===== src/inc/cio_pkg.sv =====
package cio_pkg;

    localparam int          EXF_W         = 15;
    localparam int          CODE_W        = 12;
    localparam int          WORD_W        = 48;
    localparam int          CHAR_W        = 6;
    localparam int          NCHAR         = 8;
    localparam int          RDR_W         = 8;
    localparam int          CNT_W         = 3;
    localparam logic [2:0]  CHAR0         = 3'h0;
    localparam logic [2:0]  CHAR_FIRST    = 3'h7;
    localparam int          CTRL_LEVEL    = 6;

    // Channel two codes carry a leading 2 in their top octal digit.
    localparam logic [11:0] CH1_KBD_PFX   = 12'h049;
    localparam logic [5:0]  PFX_KBD       = 6'h09;
    localparam logic [5:0]  PFX_RDR       = 6'h0A;
    localparam logic [2:0]  CH1_TOP       = 3'h1;
    localparam logic [2:0]  CH2_TOP       = 3'h2;

    localparam logic [11:0] SEL_KBD_NOCR  = 12'h240;
    localparam logic [11:0] SEL_KBD_CR    = 12'h260;
    localparam logic [11:0] SEL_RDR_EOTI  = 12'h280;
    localparam logic [11:0] SEL_RDR_EOT   = 12'h288;
    localparam logic [11:0] SEL_RDR_NOI   = 12'h290;
    localparam logic [11:0] SEL_PRN_ASM   = 12'h240;
    localparam logic [11:0] SEL_PRN_CHR   = 12'h248;
    localparam logic [11:0] SEL_PUN_ASM   = 12'h280;
    localparam logic [11:0] SEL_PUN_CHR   = 12'h288;
    localparam logic [11:0] SEL_PUN_OFF   = 12'h2A0;

    localparam logic [11:0] SNS_KBD_CR    = 12'h240;
    localparam logic [11:0] SNS_KBD_CASE  = 12'h260;
    localparam logic [11:0] SNS_RDR_EOT   = 12'h280;
    localparam logic [11:0] SNS_RDR_MODE  = 12'h288;
    localparam logic [11:0] SNS_PUN_OOT   = 12'h280;

endpackage : cio_pkg


===== src/design/cio_sync.sv =====
`timescale 1ns/1ps
`default_nettype none
module cio_sync #(
    parameter int W = 1
) (
    input  wire logic         sys_clk_i,
    input  wire logic         rst_i,
    input  wire logic [W-1:0] d_i,
    output logic      [W-1:0] q_o
);
    logic [W-1:0] meta_reg;

    always_ff @(posedge sys_clk_i) begin
        if (rst_i) begin
            meta_reg <= '0;
            q_o      <= '0;
        end else begin
            meta_reg <= d_i;
            q_o      <= meta_reg;
        end
    end
endmodule : cio_sync
`default_nettype wire


===== src/design/cio_distributor.sv =====
`timescale 1ns/1ps
`default_nettype none
module cio_distributor (
    input  wire logic        sys_clk_i,
    input  wire logic        rst_i,
    input  wire logic        master_clear_i,
    input  wire logic [14:0] external_function_code_i,
    input  wire logic        function_ready_i,
    input  wire logic        sense_i,
    output logic             sense_return_gate_o,
    input  wire logic        kbd_cr_tab_i,
    input  wire logic        kbd_lower_case_i,
    input  wire logic        punch_out_of_tape_i,
    input  wire logic        reader_motor_switch_i,
    input  wire logic        reader_mode_switch_i,
    input  wire logic        reader_feed_i,
    input  wire logic [7:0]  reader_char_i,
    input  wire logic        kbd_strobe_i,
    input  wire logic [5:0]  kbd_char_i,
    input  wire logic        in_resume_i,
    output logic [47:0]      input_word_o,
    output logic             in_ready_o,
    input  wire logic        out_ready_i,
    input  wire logic [47:0] out_word_i,
    input  wire logic        out_timing_i,
    output logic [7:0]       out_char_o,
    output logic             out_strobe_o,
    output logic             out_resume_o,
    output logic             reader_select_flag_o,
    output logic             punch_select_flag_o,
    output logic             keyboard_select_flag_o,
    output logic             printer_select_flag_o,
    output logic             carriage_return_interrupt_flag_o,
    output logic             end_of_tape_flag_o,
    output logic             end_of_tape_interrupt_flag_o,
    output logic             assembly_mode_flag_o,
    output logic             punch_motor_flag_o,
    output logic             reader_motor_flag_o,
    output logic             reader_clutch_o,
    output logic             load_point_seek_o
);
    typedef enum logic [1:0] {CIO_IDLE, CIO_WAIT, CIO_HOLD} cio_out_state_t;

    logic [4:0]  pin_sync;
    logic [7:0]  rdr_char_sync;
    logic [5:0]  kbd_char_sync;
    logic        feed_s;
    logic        kbd_s;
    logic        timing_s;
    logic        motor_sw_s;
    logic        feed_d_reg;
    logic        kbd_d_reg;
    logic        timing_d_reg;
    logic        feed_pulse;
    logic        kbd_pulse;
    logic        timing_pulse;
    logic [11:0] code;
    logic [2:0]  chan_top;
    logic        ch1;
    logic        ch2;
    logic        sel;
    logic        mode_sel;
    logic [47:0] input_assembly_register;
    logic [2:0]  asm_cnt_reg;
    logic [47:0] output_word_register;
    logic [2:0]  dis_cnt_reg;
    logic        reader_char_mode;
    logic        sense_hit;
    logic [5:0]  out_slot;
    logic [47:0] char_word;
    cio_out_state_t out_state_reg;

    cio_sync #(.W(5)) u_sync_ctl (
        .sys_clk_i (sys_clk_i),
        .rst_i     (rst_i),
        .d_i       ({reader_mode_switch_i, reader_feed_i, kbd_strobe_i, out_timing_i,
                     reader_motor_switch_i}),
        .q_o       (pin_sync)
    );
    cio_sync #(.W(14)) u_sync_dat (
        .sys_clk_i (sys_clk_i),
        .rst_i     (rst_i),
        .d_i       ({reader_char_i, kbd_char_i}),
        .q_o       ({rdr_char_sync, kbd_char_sync})
    );

    assign feed_s     = pin_sync[3];
    assign kbd_s      = pin_sync[2];
    assign timing_s   = pin_sync[1];
    assign motor_sw_s = pin_sync[0];

    always_ff @(posedge sys_clk_i) begin
        if (rst_i) begin
            feed_d_reg   <= 1'b0;
            kbd_d_reg    <= 1'b0;
            timing_d_reg <= 1'b0;
        end else begin
            feed_d_reg   <= feed_s;
            kbd_d_reg    <= kbd_s;
            timing_d_reg <= timing_s;
        end
    end
    assign feed_pulse   = feed_s & ~feed_d_reg;
    assign kbd_pulse    = kbd_s & ~kbd_d_reg;
    assign timing_pulse = timing_s & ~timing_d_reg;

    assign code     = external_function_code_i[cio_pkg::CODE_W-1:0];
    assign chan_top = external_function_code_i[14:12];
    assign ch1      = (chan_top == cio_pkg::CH1_TOP);
    assign ch2      = (chan_top == cio_pkg::CH2_TOP);
    assign sel      = function_ready_i & ~sense_i;
    assign mode_sel = sel & ((ch1 & (code[11:6] == cio_pkg::PFX_RDR))
                           | (ch2 & (code[11:6] != 6'h00)));

    // Translator flags: master clear dominates any code decoded alongside it.
    always_ff @(posedge sys_clk_i) begin
        if (rst_i || master_clear_i) begin
            reader_select_flag_o             <= 1'b1;
            keyboard_select_flag_o           <= 1'b0;
            punch_select_flag_o              <= 1'b0;
            printer_select_flag_o            <= 1'b0;
            carriage_return_interrupt_flag_o <= 1'b0;
            end_of_tape_interrupt_flag_o     <= 1'b0;
            assembly_mode_flag_o             <= 1'b0;
            punch_motor_flag_o               <= 1'b0;
        end else if (sel && ch1) begin
            case (code)
                cio_pkg::SEL_KBD_NOCR: begin
                    keyboard_select_flag_o           <= 1'b1;
                    reader_select_flag_o             <= 1'b0;
                    carriage_return_interrupt_flag_o <= 1'b0;
                end
                cio_pkg::SEL_KBD_CR: begin
                    keyboard_select_flag_o           <= 1'b1;
                    reader_select_flag_o             <= 1'b0;
                    carriage_return_interrupt_flag_o <= 1'b1;
                end
                cio_pkg::SEL_RDR_EOTI: begin
                    reader_select_flag_o         <= 1'b1;
                    keyboard_select_flag_o       <= 1'b0;
                    end_of_tape_interrupt_flag_o <= 1'b1;
                end
                cio_pkg::SEL_RDR_EOT: begin
                    reader_select_flag_o         <= 1'b1;
                    keyboard_select_flag_o       <= 1'b0;
                    end_of_tape_interrupt_flag_o <= 1'b0;
                end
                cio_pkg::SEL_RDR_NOI: begin
                    reader_select_flag_o         <= 1'b1;
                    keyboard_select_flag_o       <= 1'b0;
                    end_of_tape_interrupt_flag_o <= 1'b0;
                end
                default: begin
                end
            endcase
        end else if (sel && ch2) begin
            case (code)
                cio_pkg::SEL_PRN_ASM, cio_pkg::SEL_PRN_CHR: begin
                    printer_select_flag_o <= 1'b1;
                    punch_select_flag_o   <= 1'b0;
                    assembly_mode_flag_o  <= (code == cio_pkg::SEL_PRN_ASM);
                end
                cio_pkg::SEL_PUN_ASM, cio_pkg::SEL_PUN_CHR: begin
                    punch_select_flag_o   <= 1'b1;
                    printer_select_flag_o <= 1'b0;
                    assembly_mode_flag_o  <= (code == cio_pkg::SEL_PUN_ASM);
                    punch_motor_flag_o    <= 1'b1;
                end
                cio_pkg::SEL_PUN_OFF: begin
                    punch_motor_flag_o <= 1'b0;
                end
                default: begin
                end
            endcase
        end
    end

    always_ff @(posedge sys_clk_i) begin
        if (rst_i) begin
            reader_motor_flag_o <= 1'b0;
        end else begin
            reader_motor_flag_o <= motor_sw_s;
        end
    end

    // Mode switch low, once synchronised, selects reader character mode.
    assign reader_char_mode = ~pin_sync[4];

    always_ff @(posedge sys_clk_i) begin
        if (rst_i || master_clear_i) begin
            end_of_tape_flag_o <= 1'b0;
        end else if (sel && ch1 && code == cio_pkg::SEL_RDR_EOT) begin
            end_of_tape_flag_o <= 1'b1;
        end else if (feed_pulse && reader_select_flag_o && !reader_char_mode
                     && asm_cnt_reg == cio_pkg::CHAR_FIRST
                     && !rdr_char_sync[cio_pkg::CTRL_LEVEL]) begin
            end_of_tape_flag_o <= 1'b1;
        end else if (mode_sel) begin
            end_of_tape_flag_o <= 1'b0;
        end
    end

    // Reader clutch: assembly seeks the load point, character releases it for one clock after each feed pulse.
    always_ff @(posedge sys_clk_i) begin
        if (rst_i) begin
            load_point_seek_o <= 1'b0;
            reader_clutch_o   <= 1'b0;
        end else begin
            load_point_seek_o <= reader_motor_flag_o & reader_select_flag_o
                                 & ~reader_char_mode & ~end_of_tape_flag_o;
            reader_clutch_o   <= reader_motor_flag_o & reader_select_flag_o
                                 & ~end_of_tape_flag_o
                                 & (~reader_char_mode | ~feed_pulse);
        end
    end

    // Input distributor.
    always_ff @(posedge sys_clk_i) begin
        if (rst_i || !(reader_select_flag_o || keyboard_select_flag_o)) begin
            input_assembly_register <= '0;
            asm_cnt_reg             <= cio_pkg::CHAR_FIRST;
            in_ready_o              <= 1'b0;
        end else if (in_ready_o) begin
            if (in_resume_i) begin
                input_assembly_register <= '0;
                in_ready_o              <= 1'b0;
            end
        end else if (keyboard_select_flag_o && kbd_pulse) begin
            input_assembly_register <= {42'h0, kbd_char_sync};
            in_ready_o              <= 1'b1;
        end else if (reader_select_flag_o && feed_pulse && !end_of_tape_flag_o) begin
            if (reader_char_mode) begin
                asm_cnt_reg             <= cio_pkg::CHAR0;
                input_assembly_register <= {40'h0, rdr_char_sync};
                in_ready_o              <= 1'b1;
            end else if (asm_cnt_reg != cio_pkg::CHAR_FIRST
                         || rdr_char_sync[cio_pkg::CTRL_LEVEL]) begin
                input_assembly_register[asm_cnt_reg*cio_pkg::CHAR_W +: cio_pkg::CHAR_W]
                    <= rdr_char_sync[5:0];
                asm_cnt_reg <= asm_cnt_reg - 3'h1;
                in_ready_o  <= (asm_cnt_reg == cio_pkg::CHAR0);
            end
        end
    end
    assign input_word_o = input_assembly_register;

    // Output distributor.
    assign out_slot  = {dis_cnt_reg, 3'h0} - {2'h0, dis_cnt_reg, 1'b0};
    assign char_word = output_word_register >> out_slot;

    always_ff @(posedge sys_clk_i) begin
        if (rst_i) begin
            out_state_reg        <= CIO_IDLE;
            output_word_register <= '0;
            dis_cnt_reg          <= cio_pkg::CHAR_FIRST;
            out_char_o           <= 8'h00;
            out_strobe_o         <= 1'b0;
            out_resume_o         <= 1'b0;
        end else begin
            out_strobe_o <= 1'b0;
            case (out_state_reg)
                CIO_IDLE: begin
                    out_resume_o <= 1'b0;
                    if (out_ready_i && (punch_select_flag_o || printer_select_flag_o)) begin
                        output_word_register <= out_word_i;
                        dis_cnt_reg <= assembly_mode_flag_o ? cio_pkg::CHAR_FIRST
                                                            : cio_pkg::CHAR0;
                        out_state_reg <= CIO_WAIT;
                    end
                end
                CIO_WAIT: begin
                    if (timing_pulse) begin
                        out_strobe_o <= 1'b1;
                        if (assembly_mode_flag_o) begin
                            out_char_o  <= {2'h0, char_word[5:0]};
                            dis_cnt_reg <= dis_cnt_reg - 3'h1;
                        end else begin
                            out_char_o <= char_word[7:0];
                        end
                        if (!assembly_mode_flag_o || dis_cnt_reg == cio_pkg::CHAR0) begin
                            out_resume_o  <= 1'b1;
                            out_state_reg <= CIO_HOLD;
                        end
                    end
                end
                CIO_HOLD: begin
                    if (!out_ready_i) begin
                        out_resume_o  <= 1'b0;
                        out_state_reg <= CIO_IDLE;
                    end
                end
                default: out_state_reg <= CIO_IDLE;
            endcase
        end
    end

    // Sense gate: low bit of the code is not examined.
    always_comb begin
        sense_hit = 1'b0;
        if (ch1) begin
            case ({code[11:1], 1'b0})
                cio_pkg::SNS_KBD_CR:   sense_hit = kbd_cr_tab_i;
                cio_pkg::SNS_KBD_CASE: sense_hit = kbd_lower_case_i;
                cio_pkg::SNS_RDR_EOT:  sense_hit = end_of_tape_flag_o;
                cio_pkg::SNS_RDR_MODE: sense_hit = ~reader_char_mode;
                default:               sense_hit = 1'b0;
            endcase
        end else if (ch2) begin
            sense_hit = ({code[11:1], 1'b0} == cio_pkg::SNS_PUN_OOT)
                        & punch_out_of_tape_i;
        end
    end

    always_ff @(posedge sys_clk_i) begin
        if (rst_i) begin
            sense_return_gate_o <= 1'b0;
        end else begin
            sense_return_gate_o <= function_ready_i & sense_i & sense_hit;
        end
    end

endmodule : cio_distributor
`default_nettype wire


===== config.mk =====
export PLATFORM = sky130hd
export DESIGN_NAME = cio_distributor
export DESIGN_NICKNAME = d
export VERILOG_FILES = /design/src/inc/cio_pkg.sv /design/src/design/cio_sync.sv /design/src/design/cio_distributor.sv
export SDC_FILE = /design/constraint.sdc
export NUM_CORES = 1
export LEC_CHECK = 0
export BUFFER_PORTS_ARGS = -buffer_cell sky130_fd_sc_hd__buf_2
export CAP_MARGIN = 20
export CELL_PAD_IN_SITES_DETAIL_PLACEMENT = 1
export CELL_PAD_IN_SITES_GLOBAL_PLACEMENT = 1
export CORE_UTILIZATION = 40
export CTS_BUF_LIST = sky130_fd_sc_hd__clkbuf_4
export CTS_CLUSTER_SIZE = 20
export DETAILED_ROUTE_END_ITERATION = 8
export GPL_TIMING_DRIVEN = 1
export PLACE_DENSITY_LB_ADDON = 0.1
export SLEW_MARGIN = 15
export SYNTH_ARGS = -nofsm -noshare
export SYNTH_HDL_FRONTEND = slang
export SYNTH_SLANG_ARGS = --single-unit

===== constraint.sdc =====
create_clock -name sys_clk_i -period 3.6 [get_ports sys_clk_i]
set_input_delay 0.36 -clock sys_clk_i [delete_from_list [all_inputs] [get_ports sys_clk_i]]
set_output_delay 0.36 -clock sys_clk_i [all_outputs]
set_load 0.03 [all_outputs]

==> run_summary.xml, run 1 <==
<?xml version="1.0" encoding="UTF-8"?>
<metrics>
  <group name="run_status">
    <metric name="outcome" unit="">completed</metric>
  </group>
  <group name="sta">
    <metric name="fmaxAchievable" unit="MHz">292</metric>
    <metric name="finClkSkew" unit="ns">0.0319</metric>
    <metric name="timing.final.setup_violations" unit="">0</metric>
    <metric name="hold_viol_final" unit="">0</metric>
    <metric name="max_slew_margin" unit="">0.311</metric>
    <metric name="finalWorstSetupSlack" unit="ns">0.171</metric>
    <metric name="maxSlewViolCount" unit="">0</metric>
    <metric name="max_slew.worst_pin.slew" unit="ns">1.02</metric>
    <metric name="period_utilisation_layout" unit="">0.953</metric>
    <metric name="final_period_minus_worst_setup_slack" unit="ns">3.43</metric>
  </group>
  <group name="setup_path">
    <metric name="critPathCaptureType" unit="">register</metric>
    <metric name="timing.critical_path.slowest_cell_delay" unit="ns">0.48</metric>
    <metric name="timing.critical_path.buf_inv" unit="">1</metric>
    <metric name="worst_ep_required_time" unit="ns">4.05</metric>
    <metric name="cpLargestDelayFamily" unit="">adder cells</metric>
    <metric name="ws_path_type" unit="">register to register</metric>
    <metric name="timing.critical_path.slowest_stage_cell" unit="">sky130_fd_sc_hd__ha_1</metric>
    <metric name="crit_path_cell_trace" unit="">ha_1 -&gt; fa_1 -&gt; xor2_2 -&gt; nor3b_1 -&gt; ha_1 -&gt; buf_4 -&gt; nor2b_1 -&gt; o21ai_0 -&gt; nor4_1 -&gt; o31ai_1 -&gt; mux2i_1</metric>
    <metric name="critPathMostFrequentCell" unit="">sky130_fd_sc_hd__ha_1</metric>
    <metric name="timing.critical_path.fanout_max" unit="">10</metric>
    <metric name="crit_arrival" unit="ns">3.88</metric>
    <metric name="critical_path_start_type" unit="">register</metric>
  </group>
  <group name="clock_network">
    <metric name="worst_skew_pair.late_latency" unit="ns">0.59</metric>
    <metric name="cts.root.buffer_cell" unit="">sky130_fd_sc_hd__clkbuf_4</metric>
    <metric name="clock_path_buffers" unit="">2</metric>
    <metric name="clock_sinks" unit="">169</metric>
    <metric name="tritoncts" unit="">built</metric>
    <metric name="cts.clk_slew.worst_paths" unit="ns">0.15</metric>
    <metric name="cts-buffers-inserted" unit="">17</metric>
    <metric name="cts_htree_levels" unit="">4</metric>
  </group>
  <group name="pwr">
    <metric name="total_power" unit="W">0.00380</metric>
    <metric name="power_per_cell_area" unit="nW/um^2">336</metric>
    <metric name="ir_drop" unit="mV">0.178</metric>
    <metric name="leakage_power" unit="nW">4.31</metric>
  </group>
  <group name="yosys">
    <metric name="ys_ff_latch" unit="">169</metric>
    <metric name="sequential_fraction_of_the_synthesis_area" unit="">0.368</metric>
    <metric name="postSynth.topFlopCell" unit="">sky130_fd_sc_hd__dfxtp_1</metric>
    <metric name="synth_nets" unit="">1160</metric>
    <metric name="area_share_of_the_largest_cell_type_after_synthesis" unit="">0.368</metric>
    <metric name="synthesis.yosys.warnings" unit="">0</metric>
    <metric name="ys_top_cells_by_area" unit="">sky130_fd_sc_hd__dfxtp_1 (37%), sky130_fd_sc_hd__mux2i_1 (7.1%), sky130_fd_sc_hd__nand2_1 (6.8%)</metric>
    <metric name="synth-edff-count" unit="">0</metric>
    <metric name="synth_largest_area_cell" unit="">sky130_fd_sc_hd__dfxtp_1</metric>
    <metric name="syn-mean-instance-area" unit="sq um">8.68</metric>
    <metric name="ys_async_sr_fraction" unit="">0</metric>
    <metric name="distinct_cell_type_count_of_the_synthesized_netlist" unit="">82</metric>
    <metric name="netlist_area" unit="sq um">9190</metric>
    <metric name="postSynthCellCount" unit="">1058</metric>
  </group>
  <group name="place">
    <metric name="port_buffers" unit="">163</metric>
    <metric name="placed_cell_area" unit="sq um">10300</metric>
    <metric name="place_congestion" unit="">0.902</metric>
    <metric name="dp.final_hpwl" unit="microns">21300</metric>
    <metric name="cells_after_dpl" unit="">1463</metric>
    <metric name="pre_cts_setup_slack" unit="ns">0.0267</metric>
  </group>
  <group name="global_routing">
    <metric name="met2_usage" unit="">0.465</metric>
    <metric name="grt_max_degree" unit="">76</metric>
    <metric name="initial_antenna_violation_count" unit="">1</metric>
    <metric name="grt_util_all_layers" unit="">0.257</metric>
    <metric name="busiest_layer" unit="">met2</metric>
    <metric name="grt_pass1_wl" unit="microns">48500</metric>
    <metric name="vias_in_the_first_global_route" unit="">9194</metric>
    <metric name="grt.overflow.total" unit="">0</metric>
    <metric name="met3_resource_use_gr" unit="">0.0361</metric>
    <metric name="globalRouteMet1Util" unit="">0.319</metric>
  </group>
  <group name="drt">
    <metric name="antenna_violating_nets_post_route" unit="">0</metric>
    <metric name="dr_total_vias" unit="">8885</metric>
    <metric name="wire_per_inst" unit="microns">19.0</metric>
    <metric name="routed_wl" unit="microns">29700</metric>
    <metric name="drc" unit="">0</metric>
    <metric name="firstDrtPassIters" unit="">8</metric>
    <metric name="detailedRoute.firstIterationViolations" unit="">498</metric>
    <metric name="avgViaCountPerCell" unit="">5.69</metric>
  </group>
  <group name="layout">
    <metric name="finish.utilization" unit="">0.500</metric>
    <metric name="area_growth_syn_to_layout" unit="%">22.9</metric>
    <metric name="layoutNonFillerInstCount" unit="">1562</metric>
    <metric name="fin_nets" unit="">1365</metric>
    <metric name="layout-drive-gt1-share" unit="">0.220</metric>
    <metric name="fin_area" unit="sq um">11300</metric>
  </group>
  <group name="hold_path">
    <metric name="hold_removal_path_class" unit="">input pin to register</metric>
  </group>
  <group name="floorplanning">
    <metric name="initial_utilization" unit="">0.407</metric>
    <metric name="core_region" unit="sq um">22600</metric>
    <metric name="die-width" unit="microns">154</metric>
    <metric name="floorplan.rows" unit="">55</metric>
    <metric name="design.die.area" unit="sq um">23600</metric>
    <metric name="ios" unit="">164</metric>
    <metric name="die_y" unit="microns">154</metric>
  </group>
  <group name="flow_run">
    <metric name="timing.max_cap.violations" unit="">0</metric>
  </group>
</metrics>
## timing repair
action / 4_1_cts / 5_1_grt
cloned: 0 / 0
setup endpoints to repair: 1 / 10
hold buffers: 64 / 1
gates resized for setup: 1 / 2
buffers inserted: 0 / 1
hold endpoints to repair: 64 / 1
## per-stage QoR
stage | hold WS (ns) | setup TNS (ns)
final | 0.0499 | 0
after global routing | 0.00531 | -0.00814
after CTS | 0.000917 | 0
after detailed placement | 0.425 | 0
after global placement | 0.417 | 0
after floorplan | 0.414 | 0
## worst reg2reg max path, cell delays in order, from the launching register on
cell                      delay, ns
sky130_fd_sc_hd__dfxtp_1       0.40
sky130_fd_sc_hd__ha_1          0.23
sky130_fd_sc_hd__fa_1          0.45
sky130_fd_sc_hd__xor2_2        0.33
sky130_fd_sc_hd__nor3b_1       0.11
sky130_fd_sc_hd__ha_1          0.48
sky130_fd_sc_hd__buf_4         0.23
sky130_fd_sc_hd__nor2b_1       0.26
sky130_fd_sc_hd__o21ai_0       0.24
sky130_fd_sc_hd__nor4_1        0.25
sky130_fd_sc_hd__o31ai_1       0.18
sky130_fd_sc_hd__mux2i_1       0.17
## path summary, 6_finish.rpt
path / cells after the start / startpoint / slack, ns / endpoint
max reg2reg: 11 / asm_cnt_reg[1]$_SDFFE_PP1P_ / 0.17 / input_word_o[20]$_SDFFE_PP0P_
max: 11 / asm_cnt_reg[1]$_SDFFE_PP1P_ / 0.17 / input_word_o[20]$_SDFFE_PP0P_
min: 2 / reader_char_i[6] / 0.05 / u_sync_dat.meta_reg[12]$_SDFF_PP0_
min reg2reg: 1 / u_sync_ctl.meta_reg[4]$_SDFF_PP0_ / 0.45 / u_sync_ctl.q_o[4]$_SDFF_PP0_
## power breakdown
| group | total, W | internal (W) | switching [W] |
|---|---|---|---|
| Sequential | 0.00192 | 0.00190 | 0.0000209 |
| Combinational | 0.000554 | 0.000216 | 0.000339 |
| Clock | 0.00133 | 0.000523 | 0.000803 |
| Total | 0.00380 | 0.00264 | 0.00116 |
## synth_stat cells (5+ instances only)
library cell / count
sky130_fd_sc_hd__o31ai_1: 7
sky130_fd_sc_hd__nand4_1: 19
sky130_fd_sc_hd__dfxtp_1: 169
sky130_fd_sc_hd__buf_4: 7
sky130_fd_sc_hd__buf_1: 7
sky130_fd_sc_hd__nor4_1: 11
sky130_fd_sc_hd__o21ai_0: 38
sky130_fd_sc_hd__buf_2: 16
sky130_fd_sc_hd__nand3b_1: 8
sky130_fd_sc_hd__and2_1: 6
sky130_fd_sc_hd__ha_1: 9
sky130_fd_sc_hd__mux2i_1: 65
sky130_fd_sc_hd__nor3_1: 24
sky130_fd_sc_hd__nand4b_1: 5
sky130_fd_sc_hd__nor4b_1: 5
sky130_fd_sc_hd__nor2_1: 47
sky130_fd_sc_hd__and3_1: 7
sky130_fd_sc_hd__a21oi_1: 93
sky130_fd_sc_hd__mux2_2: 9
sky130_fd_sc_hd__a31oi_1: 11
sky130_fd_sc_hd__o22ai_1: 5
sky130_fd_sc_hd__nand2_1: 166
sky130_fd_sc_hd__mux4_2: 26
sky130_fd_sc_hd__clkbuf_1: 41
sky130_fd_sc_hd__nor2b_1: 53
sky130_fd_sc_hd__nand2b_1: 8
sky130_fd_sc_hd__nand3_1: 27
sky130_fd_sc_hd__o211ai_1: 28
sky130_fd_sc_hd__inv_1: 16
sky130_fd_sc_hd__xnor2_1: 6
sky130_fd_sc_hd__o311ai_0: 7
sky130_fd_sc_hd__o2111ai_1: 6
sky130_fd_sc_hd__and4_1: 7
## logic make-up after synthesis
family | Yosys count | synth area share
muxes | 100 | 0.146
adders and majority gates | 10 | 0.0144
buffers and inverters | 92 | 0.0436
DFF | 169 | 0.368
xor gates and xnor gates | 12 | 0.0139
and+or+nand+nor | 422 | 0.237
AOI/OAI and AO/OA | 253 | 0.178
## placed cells by master, fill, tap and decap left out, types with 6 or more instances in the layout
cell type | synthesis | routed
sky130_fd_sc_hd__mux2_2 | 9 | 9
sky130_fd_sc_hd__ha_1 | 9 | 8
sky130_fd_sc_hd__and3_1 | 7 | 7
sky130_fd_sc_hd__o311ai_0 | 7 | 6
sky130_fd_sc_hd__nor2_1 | 47 | 47
sky130_fd_sc_hd__o21ai_0 | 38 | 37
sky130_fd_sc_hd__buf_2 | 16 | 162
sky130_fd_sc_hd__inv_1 | 16 | 16
sky130_fd_sc_hd__nor2b_1 | 53 | 53
sky130_fd_sc_hd__o211ai_1 | 28 | 28
sky130_fd_sc_hd__and2_1 | 6 | 6
sky130_fd_sc_hd__o31ai_1 | 7 | 7
sky130_fd_sc_hd__a31oi_1 | 11 | 11
sky130_fd_sc_hd__nand4_1 | 19 | 19
sky130_fd_sc_hd__nor4_1 | 11 | 11
sky130_fd_sc_hd__buf_4 | 7 | 31
sky130_fd_sc_hd__mux2i_1 | 65 | 65
sky130_fd_sc_hd__nand3b_1 | 8 | 8
sky130_fd_sc_hd__clkbuf_4 | 0 | 17
sky130_fd_sc_hd__nand2b_1 | 8 | 8
sky130_fd_sc_hd__dfxtp_1 | 169 | 169
sky130_fd_sc_hd__and4_1 | 7 | 7
sky130_fd_sc_hd__nor3_1 | 24 | 23
sky130_fd_sc_hd__o2111ai_1 | 6 | 6
sky130_fd_sc_hd__nand2_1 | 166 | 166
sky130_fd_sc_hd__xnor2_1 | 6 | 6
sky130_fd_sc_hd__a21oi_1 | 93 | 93
sky130_fd_sc_hd__dlygate4sd3_1 | 0 | 65
sky130_fd_sc_hd__mux4_2 | 26 | 26
sky130_fd_sc_hd__nand3_1 | 27 | 27
## layout make-up
| class | count | area (sq um) |
|---|---|---|
| fill | 2739 | 11300 |
| antenna | 1 | 2.50 |
| multi-input combinational | 797 | 5420 |
| clock inverter | 15 | 224 |
| inverter | 19 | 71.3 |
| sequential | 169 | 3380 |
| clock buffer | 17 | 128 |
| timing repair buffer | 259 | 1710 |
| tap | 285 | 357 |
## per-layer routing
metal	wire length (microns)	vias up
met5	0	-
met4	482	0
met1	12900	4351
met3	965	45
li1	-	4291
met2	15400	198
Note: power is estimated with default switching activity, not from simulation.
==> run 2, diff against run 1 <==
Settings changed: BUFFER_PORTS_ARGS -buffer_cell sky130_fd_sc_hd__buf_2 to default, DONT_BUFFER_PORTS from default to 1.
==> run 2 against run 1 <==
Compared with the run above: global-route usage decreased by 0.41 points; critical path type unchanged; via count fell by 5.6%; critical endpoint is now input_word_o[31]$_SDFFE_PP0P_; utilization is 3.5 points lower; total power is 6.8% lower; flip-flop and latch count is the same; combinational power down 10%; largest cell class unchanged; critical path depth decreased by 1.
==> run_summary.xml, run 2 (synthesis gave the netlist of run 1 again) <==
<?xml version="1.0" encoding="UTF-8"?>
<metrics>
  <group name="run_status">
    <metric name="outcome" unit="">completed</metric>
  </group>
  <group name="floorplanning">
    <metric name="ios" unit="">164</metric>
    <metric name="floorplan.rows" unit="">55</metric>
    <metric name="die_y" unit="microns">154</metric>
    <metric name="design.die.area" unit="sq um">23600</metric>
    <metric name="die-width" unit="microns">154</metric>
    <metric name="core_region" unit="sq um">22600</metric>
    <metric name="initial_utilization" unit="">0.407</metric>
  </group>
  <group name="setup_path">
    <metric name="crit_path_cell_trace" unit="">ha_1 -&gt; fa_1 -&gt; xor2_2 -&gt; nor3b_1 -&gt; ha_1 -&gt; clkinv_1 -&gt; a21oi_1 -&gt; nand4_1 -&gt; o311ai_0 -&gt; a21oi_1</metric>
    <metric name="timing.rr.start" unit="">asm_cnt_reg[1]$_SDFFE_PP1P_</metric>
    <metric name="crit_arrival" unit="ns">3.81</metric>
    <metric name="timing.critical_path.slowest_stage_cell" unit="">sky130_fd_sc_hd__o311ai_0</metric>
    <metric name="ws_path_type" unit="">register to register</metric>
    <metric name="worst-r2r-cell-count" unit="">10</metric>
    <metric name="timing.critical_path.fanout_max" unit="">8</metric>
    <metric name="r2r_setup_slack" unit="ns">0.25</metric>
    <metric name="critPathCaptureType" unit="">register</metric>
    <metric name="crit_startpoint" unit="">asm_cnt_reg[1]$_SDFFE_PP1P_</metric>
    <metric name="critical_path_start_type" unit="">register</metric>
    <metric name="reg2reg_to" unit="">input_word_o[31]$_SDFFE_PP0P_</metric>
    <metric name="worst_ep_required_time" unit="ns">4.06</metric>
    <metric name="timing.critical_path.slowest_cell_delay" unit="ns">0.48</metric>
    <metric name="critical_path.endpoint" unit="">input_word_o[31]$_SDFFE_PP0P_</metric>
  </group>
  <group name="place">
    <metric name="placed_cell_area" unit="sq um">9420</metric>
    <metric name="port_buffers" unit="">0</metric>
    <metric name="dp.final_hpwl" unit="microns">20600</metric>
    <metric name="place_congestion" unit="">0.866</metric>
  </group>
  <group name="hold_path">
    <metric name="hold_removal_path_class" unit="">input pin to register</metric>
  </group>
  <group name="layout">
    <metric name="fin_nets" unit="">1211</metric>
    <metric name="area_growth_syn_to_layout" unit="%">14.4</metric>
    <metric name="layout-drive-gt1-share" unit="">0.0999</metric>
    <metric name="final_common_cell" unit="">sky130_fd_sc_hd__dfxtp_1</metric>
    <metric name="fin_area" unit="sq um">10500</metric>
    <metric name="final_cell_mix" unit="">sky130_fd_sc_hd__dfxtp_1 (169), sky130_fd_sc_hd__nand2_1 (166), sky130_fd_sc_hd__a21oi_1 (93), sky130_fd_sc_hd__dlygate4sd3_1 (78), sky130_fd_sc_hd__mux2i_1 (65)</metric>
  </group>
  <group name="drt">
    <metric name="wire_per_inst" unit="microns">21.1</metric>
    <metric name="dr_total_vias" unit="">8387</metric>
    <metric name="antenna_violating_nets_post_route" unit="">0</metric>
    <metric name="firstDrtPassIters" unit="">5</metric>
    <metric name="routed_wl" unit="microns">29700</metric>
    <metric name="detailedRoute.firstIterationViolations" unit="">417</metric>
    <metric name="drc" unit="">0</metric>
    <metric name="avgViaCountPerCell" unit="">5.96</metric>
  </group>
  <group name="sta">
    <metric name="fmaxAchievable" unit="MHz">299</metric>
    <metric name="hold_viol_final" unit="">0</metric>
    <metric name="timing.setup.tns" unit="ns">0</metric>
    <metric name="setup_repair_after_global_routing_missed_its_margin" unit="">no</metric>
    <metric name="maxSlewViolCount" unit="">0</metric>
    <metric name="max_slew_margin" unit="">0.388</metric>
    <metric name="max_slew.worst_pin.slew" unit="ns">0.906</metric>
    <metric name="period_utilisation_layout" unit="">0.930</metric>
    <metric name="final_period_minus_worst_setup_slack" unit="ns">3.35</metric>
    <metric name="hold-worst-slack" unit="ns">0.0569</metric>
    <metric name="timing.final.setup_violations" unit="">0</metric>
    <metric name="finClkSkew" unit="ns">0.0253</metric>
  </group>
  <group name="clock_network">
    <metric name="clock_path_buffers" unit="">2</metric>
    <metric name="cts.clk_slew.worst_paths" unit="ns">0.15</metric>
    <metric name="cts-buffers-inserted" unit="">17</metric>
    <metric name="cts.root.buffer_cell" unit="">sky130_fd_sc_hd__clkbuf_4</metric>
    <metric name="worst_skew_pair.late_latency" unit="ns">0.58</metric>
    <metric name="tritoncts" unit="">built</metric>
    <metric name="cts_htree_levels" unit="">4</metric>
    <metric name="clock_sinks" unit="">169</metric>
  </group>
  <group name="global_routing">
    <metric name="grt_pass1_wl" unit="microns">46900</metric>
    <metric name="grt.overflow.total" unit="">0</metric>
    <metric name="grt_util_all_layers" unit="">0.253</metric>
    <metric name="grt_max_degree" unit="">100</metric>
    <metric name="vias_in_the_first_global_route" unit="">8554</metric>
    <metric name="initial_antenna_violation_count" unit="">1</metric>
  </group>
  <group name="pwr">
    <metric name="ir_drop" unit="mV">0.166</metric>
    <metric name="leakage_power" unit="nW">3.57</metric>
    <metric name="power_per_cell_area" unit="nW/um^2">337</metric>
  </group>
  <group name="flow_run">
    <metric name="timing.max_cap.violations" unit="">0</metric>
  </group>
</metrics>
-- run 2: changes by cell type in the layout (fill, tap and decap cells not counted), moves of 2 or more --
cell	previous run	this run
sky130_fd_sc_hd__buf_2	162	0
sky130_fd_sc_hd__buf_4	31	25
sky130_fd_sc_hd__clkinv_2	0	2
sky130_fd_sc_hd__bufinv_16	3	1
sky130_fd_sc_hd__clkinv_8	3	1
sky130_fd_sc_hd__dlygate4sd3_1	65	78
sky130_fd_sc_hd__clkinv_4	0	3
-- run 2: worst min-delay path by stage --
stage | startpoint | endpoint | slack (ns) | cells past startpoint
5_1_grt | in_resume_i | in_ready_o$_SDFF_PP0_ | 0.0003 | 2
2_1_floorplan | u_sync_ctl.q_o[0]$_SDFF_PP0_ | reader_motor_flag_o$_SDFF_PP0_ | 0.41 | 1
3_3_place_gp | u_sync_ctl.meta_reg[2]$_SDFF_PP0_ | u_sync_ctl.q_o[2]$_SDFF_PP0_ | 0.42 | 1
4_1_cts | external_function_code_i[3] | sense_return_gate_o$_SDFF_PP0_ | 0.0002 | 2
3_5_place_dp | u_sync_dat.meta_reg[2]$_SDFF_PP0_ | u_sync_dat.q_o[2]$_SDFF_PP0_ | 0.43 | 1
6_report | rst_i | out_char_o[0]$_SDFFE_PP0P_ | 0.06 | 3
-- run 2: cell type report --
class,instances,area (sq um)
Tap cell,285,357
Clock inverter,14,144
Fill cell,2627,12100
Timing Repair Buffer,105,1000
Clock buffer,17,128
Inverter,19,71.3
Sequential cell,169,3380
Multi-Input combinational cell,797,5420
Antenna cell,1,2.50
-- run 2: critical path: cells and delay by family, from the launching register on --
| family | cells | cell delay, ns |
|---|---|---|
| adders and majority gates | 3 | 1.01 |
| buffers and inverters | 1 | 0.21 |
| and+or+nand+nor | 2 | 0.50 |
| xor gates and xnor gates | 1 | 0.31 |
| AOI/OAI and AO/OA | 3 | 0.80 |
| DFF | 1 | 0.40 |
-- run 2: routing by layer --
layer	vias up	global-route usage	share of wire
met5	-	0	0
met4	0	0.0833	0.024
met3	48	0.0524	0.042
met2	197	0.457	0.52
met1	4149	0.297	0.42
li1	3993	-	-
-- run 2: power by group --
| group | leakage, nW | internal (W) | total (W) | switching, W |
|---|---|---|---|---|
| clock | 0.151 | 0.000362 | 0.00112 | 0.000756 |
| sequential | 1.37 | 0.00190 | 0.00192 | 0.0000272 |
| combinational | 2.04 | 0.000189 | 0.000498 | 0.000309 |
| total | 3.57 | 0.00245 | 0.00354 | 0.00109 |
-- run 2: repair_timing --
item / 4_1_cts / 5_1_grt
endpoints found under the hold margin: 109 / 1
setup endpoints to repair: 0 / 2
hold buffers: 78 / 1
setup buffers: 0 / 0
resized for setup: 0 / 1
-- run 2: through the flow --
stage / std cells / worst slack, ns / util / power (W)
finish: 1407 / 0.253 / 0.466 / 0.00354
global route: 1407 / 0.00506 / 0.466 / 0.00370
CTS: 1404 / 0.139 / 0.465 / 0.00358
detailed placement: 1295 / 0.189 / 0.417 / 0.00236
global placement: 1295 / 0.341 / 0.417 / 0.00236
floorplan: 1058 / 0.562 / - / 0.00225
==> run 3, diff against run 2 <==
Settings changed: REMOVE_ABC_BUFFERS from default to 1.
==> run 3 against run 2 <==
Compared with the run above: routed wire length shrank 2.1%; final cell count is 0.50% higher; worst hold slack gained 0.0070 ns; sequential power hardly changed; via count shrank 0.55%; cell area rose by 0.93%; critical endpoint is now input_word_o[30]$_SDFFE_PP0P_.
==> run_summary.xml, run 3 (synthesis gave the netlist of run 1 again) <==
<?xml version="1.0" encoding="UTF-8"?>
<metrics>
  <group name="run_status">
    <metric name="outcome" unit="">completed</metric>
  </group>
  <group name="setup_path">
    <metric name="r2r_setup_slack" unit="ns">0.26</metric>
    <metric name="worst-r2r-cell-count" unit="">10</metric>
    <metric name="timing.critical_path.fanout_max" unit="">8</metric>
    <metric name="crit_arrival" unit="ns">3.79</metric>
    <metric name="reg2reg_to" unit="">input_word_o[30]$_SDFFE_PP0P_</metric>
    <metric name="worst_ep_required_time" unit="ns">4.05</metric>
    <metric name="timing.rr.start" unit="">asm_cnt_reg[1]$_SDFFE_PP1P_</metric>
    <metric name="critPathCaptureType" unit="">register</metric>
    <metric name="critical_path_start_type" unit="">register</metric>
    <metric name="ws_path_type" unit="">register to register</metric>
  </group>
  <group name="clock_network">
    <metric name="clock_sinks" unit="">169</metric>
    <metric name="post-cts-setup-buffers" unit="">0</metric>
    <metric name="cts_htree_levels" unit="">4</metric>
    <metric name="cts.root.buffer_cell" unit="">sky130_fd_sc_hd__clkbuf_4</metric>
    <metric name="tritoncts" unit="">built</metric>
    <metric name="cts-buffers-inserted" unit="">17</metric>
    <metric name="clock_path_buffers" unit="">2</metric>
    <metric name="worst_skew_pair.late_latency" unit="ns">0.56</metric>
    <metric name="cts.clk_slew.worst_paths" unit="ns">0.15</metric>
  </group>
  <group name="floorplanning">
    <metric name="die_y" unit="microns">154</metric>
    <metric name="floorplan.rows" unit="">55</metric>
    <metric name="die-width" unit="microns">154</metric>
    <metric name="ios" unit="">164</metric>
    <metric name="core_region" unit="sq um">22600</metric>
    <metric name="design.die.area" unit="sq um">23600</metric>
    <metric name="initial_utilization" unit="">0.407</metric>
  </group>
  <group name="flow_run">
    <metric name="timing.max_cap.violations" unit="">0</metric>
  </group>
  <group name="hold_path">
    <metric name="worstHoldPathCells" unit="">3</metric>
    <metric name="hold_end" unit="">printer_select_flag_o$_SDFFE_PP0P_</metric>
    <metric name="hold_removal_path_class" unit="">input pin to register</metric>
    <metric name="timing.hold.worst.start" unit="">external_function_code_i[7]</metric>
  </group>
  <group name="pwr">
    <metric name="ir_drop" unit="mV">0.149</metric>
    <metric name="leakage_power" unit="nW">3.61</metric>
    <metric name="power_per_cell_area" unit="nW/um^2">342</metric>
  </group>
  <group name="layout">
    <metric name="layout-drive-gt1-share" unit="">0.105</metric>
    <metric name="fin_area" unit="sq um">10600</metric>
    <metric name="final_cell_mix" unit="">sky130_fd_sc_hd__dfxtp_1 (169), sky130_fd_sc_hd__nand2_1 (166), sky130_fd_sc_hd__a21oi_1 (93), sky130_fd_sc_hd__dlygate4sd3_1 (78), sky130_fd_sc_hd__mux2i_1 (65)</metric>
    <metric name="n_fill_cell" unit="">2654</metric>
    <metric name="finish.utilization" unit="">0.470</metric>
    <metric name="area_growth_syn_to_layout" unit="%">15.4</metric>
    <metric name="fin_nets" unit="">1216</metric>
    <metric name="final_common_cell" unit="">sky130_fd_sc_hd__dfxtp_1</metric>
  </group>
  <group name="global_routing">
    <metric name="initial_antenna_violation_count" unit="">2</metric>
    <metric name="grt_util_all_layers" unit="">0.250</metric>
    <metric name="grt_pass1_wl" unit="microns">46400</metric>
    <metric name="grt.overflow.total" unit="">0</metric>
    <metric name="vias_in_the_first_global_route" unit="">8570</metric>
    <metric name="grt_max_degree" unit="">100</metric>
  </group>
  <group name="sta">
    <metric name="finClkSkew" unit="ns">0.0272</metric>
    <metric name="hold-worst-slack" unit="ns">0.0639</metric>
    <metric name="fmaxAchievable" unit="MHz">299</metric>
    <metric name="hold_viol_final" unit="">0</metric>
    <metric name="maxSlewViolCount" unit="">0</metric>
    <metric name="max_slew_margin" unit="">0.314</metric>
    <metric name="period_utilisation_layout" unit="">0.928</metric>
    <metric name="setup_repair_after_global_routing_missed_its_margin" unit="">no</metric>
    <metric name="max_slew.worst_pin.slew" unit="ns">1.01</metric>
    <metric name="final_period_minus_worst_setup_slack" unit="ns">3.34</metric>
    <metric name="timing.final.setup_violations" unit="">0</metric>
  </group>
  <group name="drt">
    <metric name="avgViaCountPerCell" unit="">5.90</metric>
    <metric name="routed_wl" unit="microns">29100</metric>
    <metric name="detailedRoute.firstIterationViolations" unit="">367</metric>
    <metric name="firstDrtPassIters" unit="">4</metric>
    <metric name="wire_per_inst" unit="microns">20.6</metric>
    <metric name="drc" unit="">0</metric>
    <metric name="antenna_violating_nets_post_route" unit="">0</metric>
    <metric name="dr_total_vias" unit="">8341</metric>
  </group>
  <group name="place">
    <metric name="dp.final_hpwl" unit="microns">20200</metric>
    <metric name="place_congestion" unit="">0.895</metric>
    <metric name="placed_cell_area" unit="sq um">9480</metric>
    <metric name="port_buffers" unit="">0</metric>
  </group>
</metrics>
## run 3: changes by cell type in the layout (fill, tap and decap cells not counted), sizes merged
| cell | before | now |
|---|---|---|
| bufinv | 1 | 3 |
| buf | 26 | 32 |
| diode | 1 | 2 |
| clkinvlp | 0 | 2 |
| inv | 22 | 21 |
| clkinv | 10 | 7 |
## run 3: critical path, stage by stage (launching register included)
cell and delay, ns:
sky130_fd_sc_hd__dfxtp_1 0.39, sky130_fd_sc_hd__ha_1 0.23, sky130_fd_sc_hd__fa_1 0.44, sky130_fd_sc_hd__xor2_2 0.30, sky130_fd_sc_hd__nor3b_1 0.10, sky130_fd_sc_hd__ha_1 0.33, sky130_fd_sc_hd__clkinv_1 0.23, sky130_fd_sc_hd__a21oi_1 0.24
sky130_fd_sc_hd__nand4_1 0.40, sky130_fd_sc_hd__o311ai_0 0.45, sky130_fd_sc_hd__a21oi_1 0.11
## run 3: layer usage
metal / up-vias / share of wire / track usage
li1: 3999 / - / -
met1: 4114 / 0.43 / 0.295
met2: 189 / 0.51 / 0.446
met3: 39 / 0.041 / 0.0521
met4: 0 / 0.021 / 0.0890
met5: - / 0 / 0
## run 3: per-stage QoR
step	instances	TNS (ns)	worst slack (ns)	power, W
2_1_floorplan	985	-15.31	-1.06	0.00221
3_5_place_dp	1301	0	0.207	0.00236
3_3_place_gp	1301	0	0.321	0.00236
4_1_cts	1412	0	0.181	0.00368
5_1_grt	1414	0	0.0232	0.00380
6_report	1414	0	0.259	0.00363
## run 3: worst max-delay path by stage
stage / from / to / cells past startpoint
5_1_grt: asm_cnt_reg[1]$_SDFFE_PP1P_ / input_word_o[35]$_SDFFE_PP0P_ / 11
3_5_place_dp: asm_cnt_reg[1]$_SDFFE_PP1P_ / input_word_o[29]$_SDFFE_PP0P_ / 10
3_3_place_gp: asm_cnt_reg[1]$_SDFFE_PP1P_ / input_word_o[28]$_SDFFE_PP0P_ / 10
2_1_floorplan: dis_cnt_reg[0]$_SDFFE_PP1P_ / out_char_o[0]$_SDFFE_PP0P_ / 6
4_1_cts: asm_cnt_reg[1]$_SDFFE_PP1P_ / input_word_o[29]$_SDFFE_PP0P_ / 10
6_report: asm_cnt_reg[1]$_SDFFE_PP1P_ / input_word_o[30]$_SDFFE_PP0P_ / 10
## run 3: area by class of cell
class | instances | area [sq um] | area share
antenna | 2 | 5.00 | 0.000472
clock buffer | 18 | 135 | 0.0127
clock inverter | 14 | 168 | 0.0158
inverter | 19 | 71.3 | 0.00672
multi-input combinational | 797 | 5430 | 0.512
sequential | 169 | 3380 | 0.319
tap | 285 | 357 | 0.0336
timing repair buffer | 110 | 1050 | 0.0993
## run 3: repair_timing
action | in CTS | in global routing
endpoints found under the hold margin | 110 | 0
setup endpoints to repair | 0 | 5
resized for setup | 0 | 3
hold buffers | 79 | 0
## run 3: report_power, final
| group | internal (W) | leakage [nW] | switching, W |
|---|---|---|---|
| sequential | 0.00190 | 1.37 | 0.0000249 |
| combinational | 0.000185 | 2.08 | 0.000314 |
| clock | 0.000495 | 0.158 | 0.000716 |
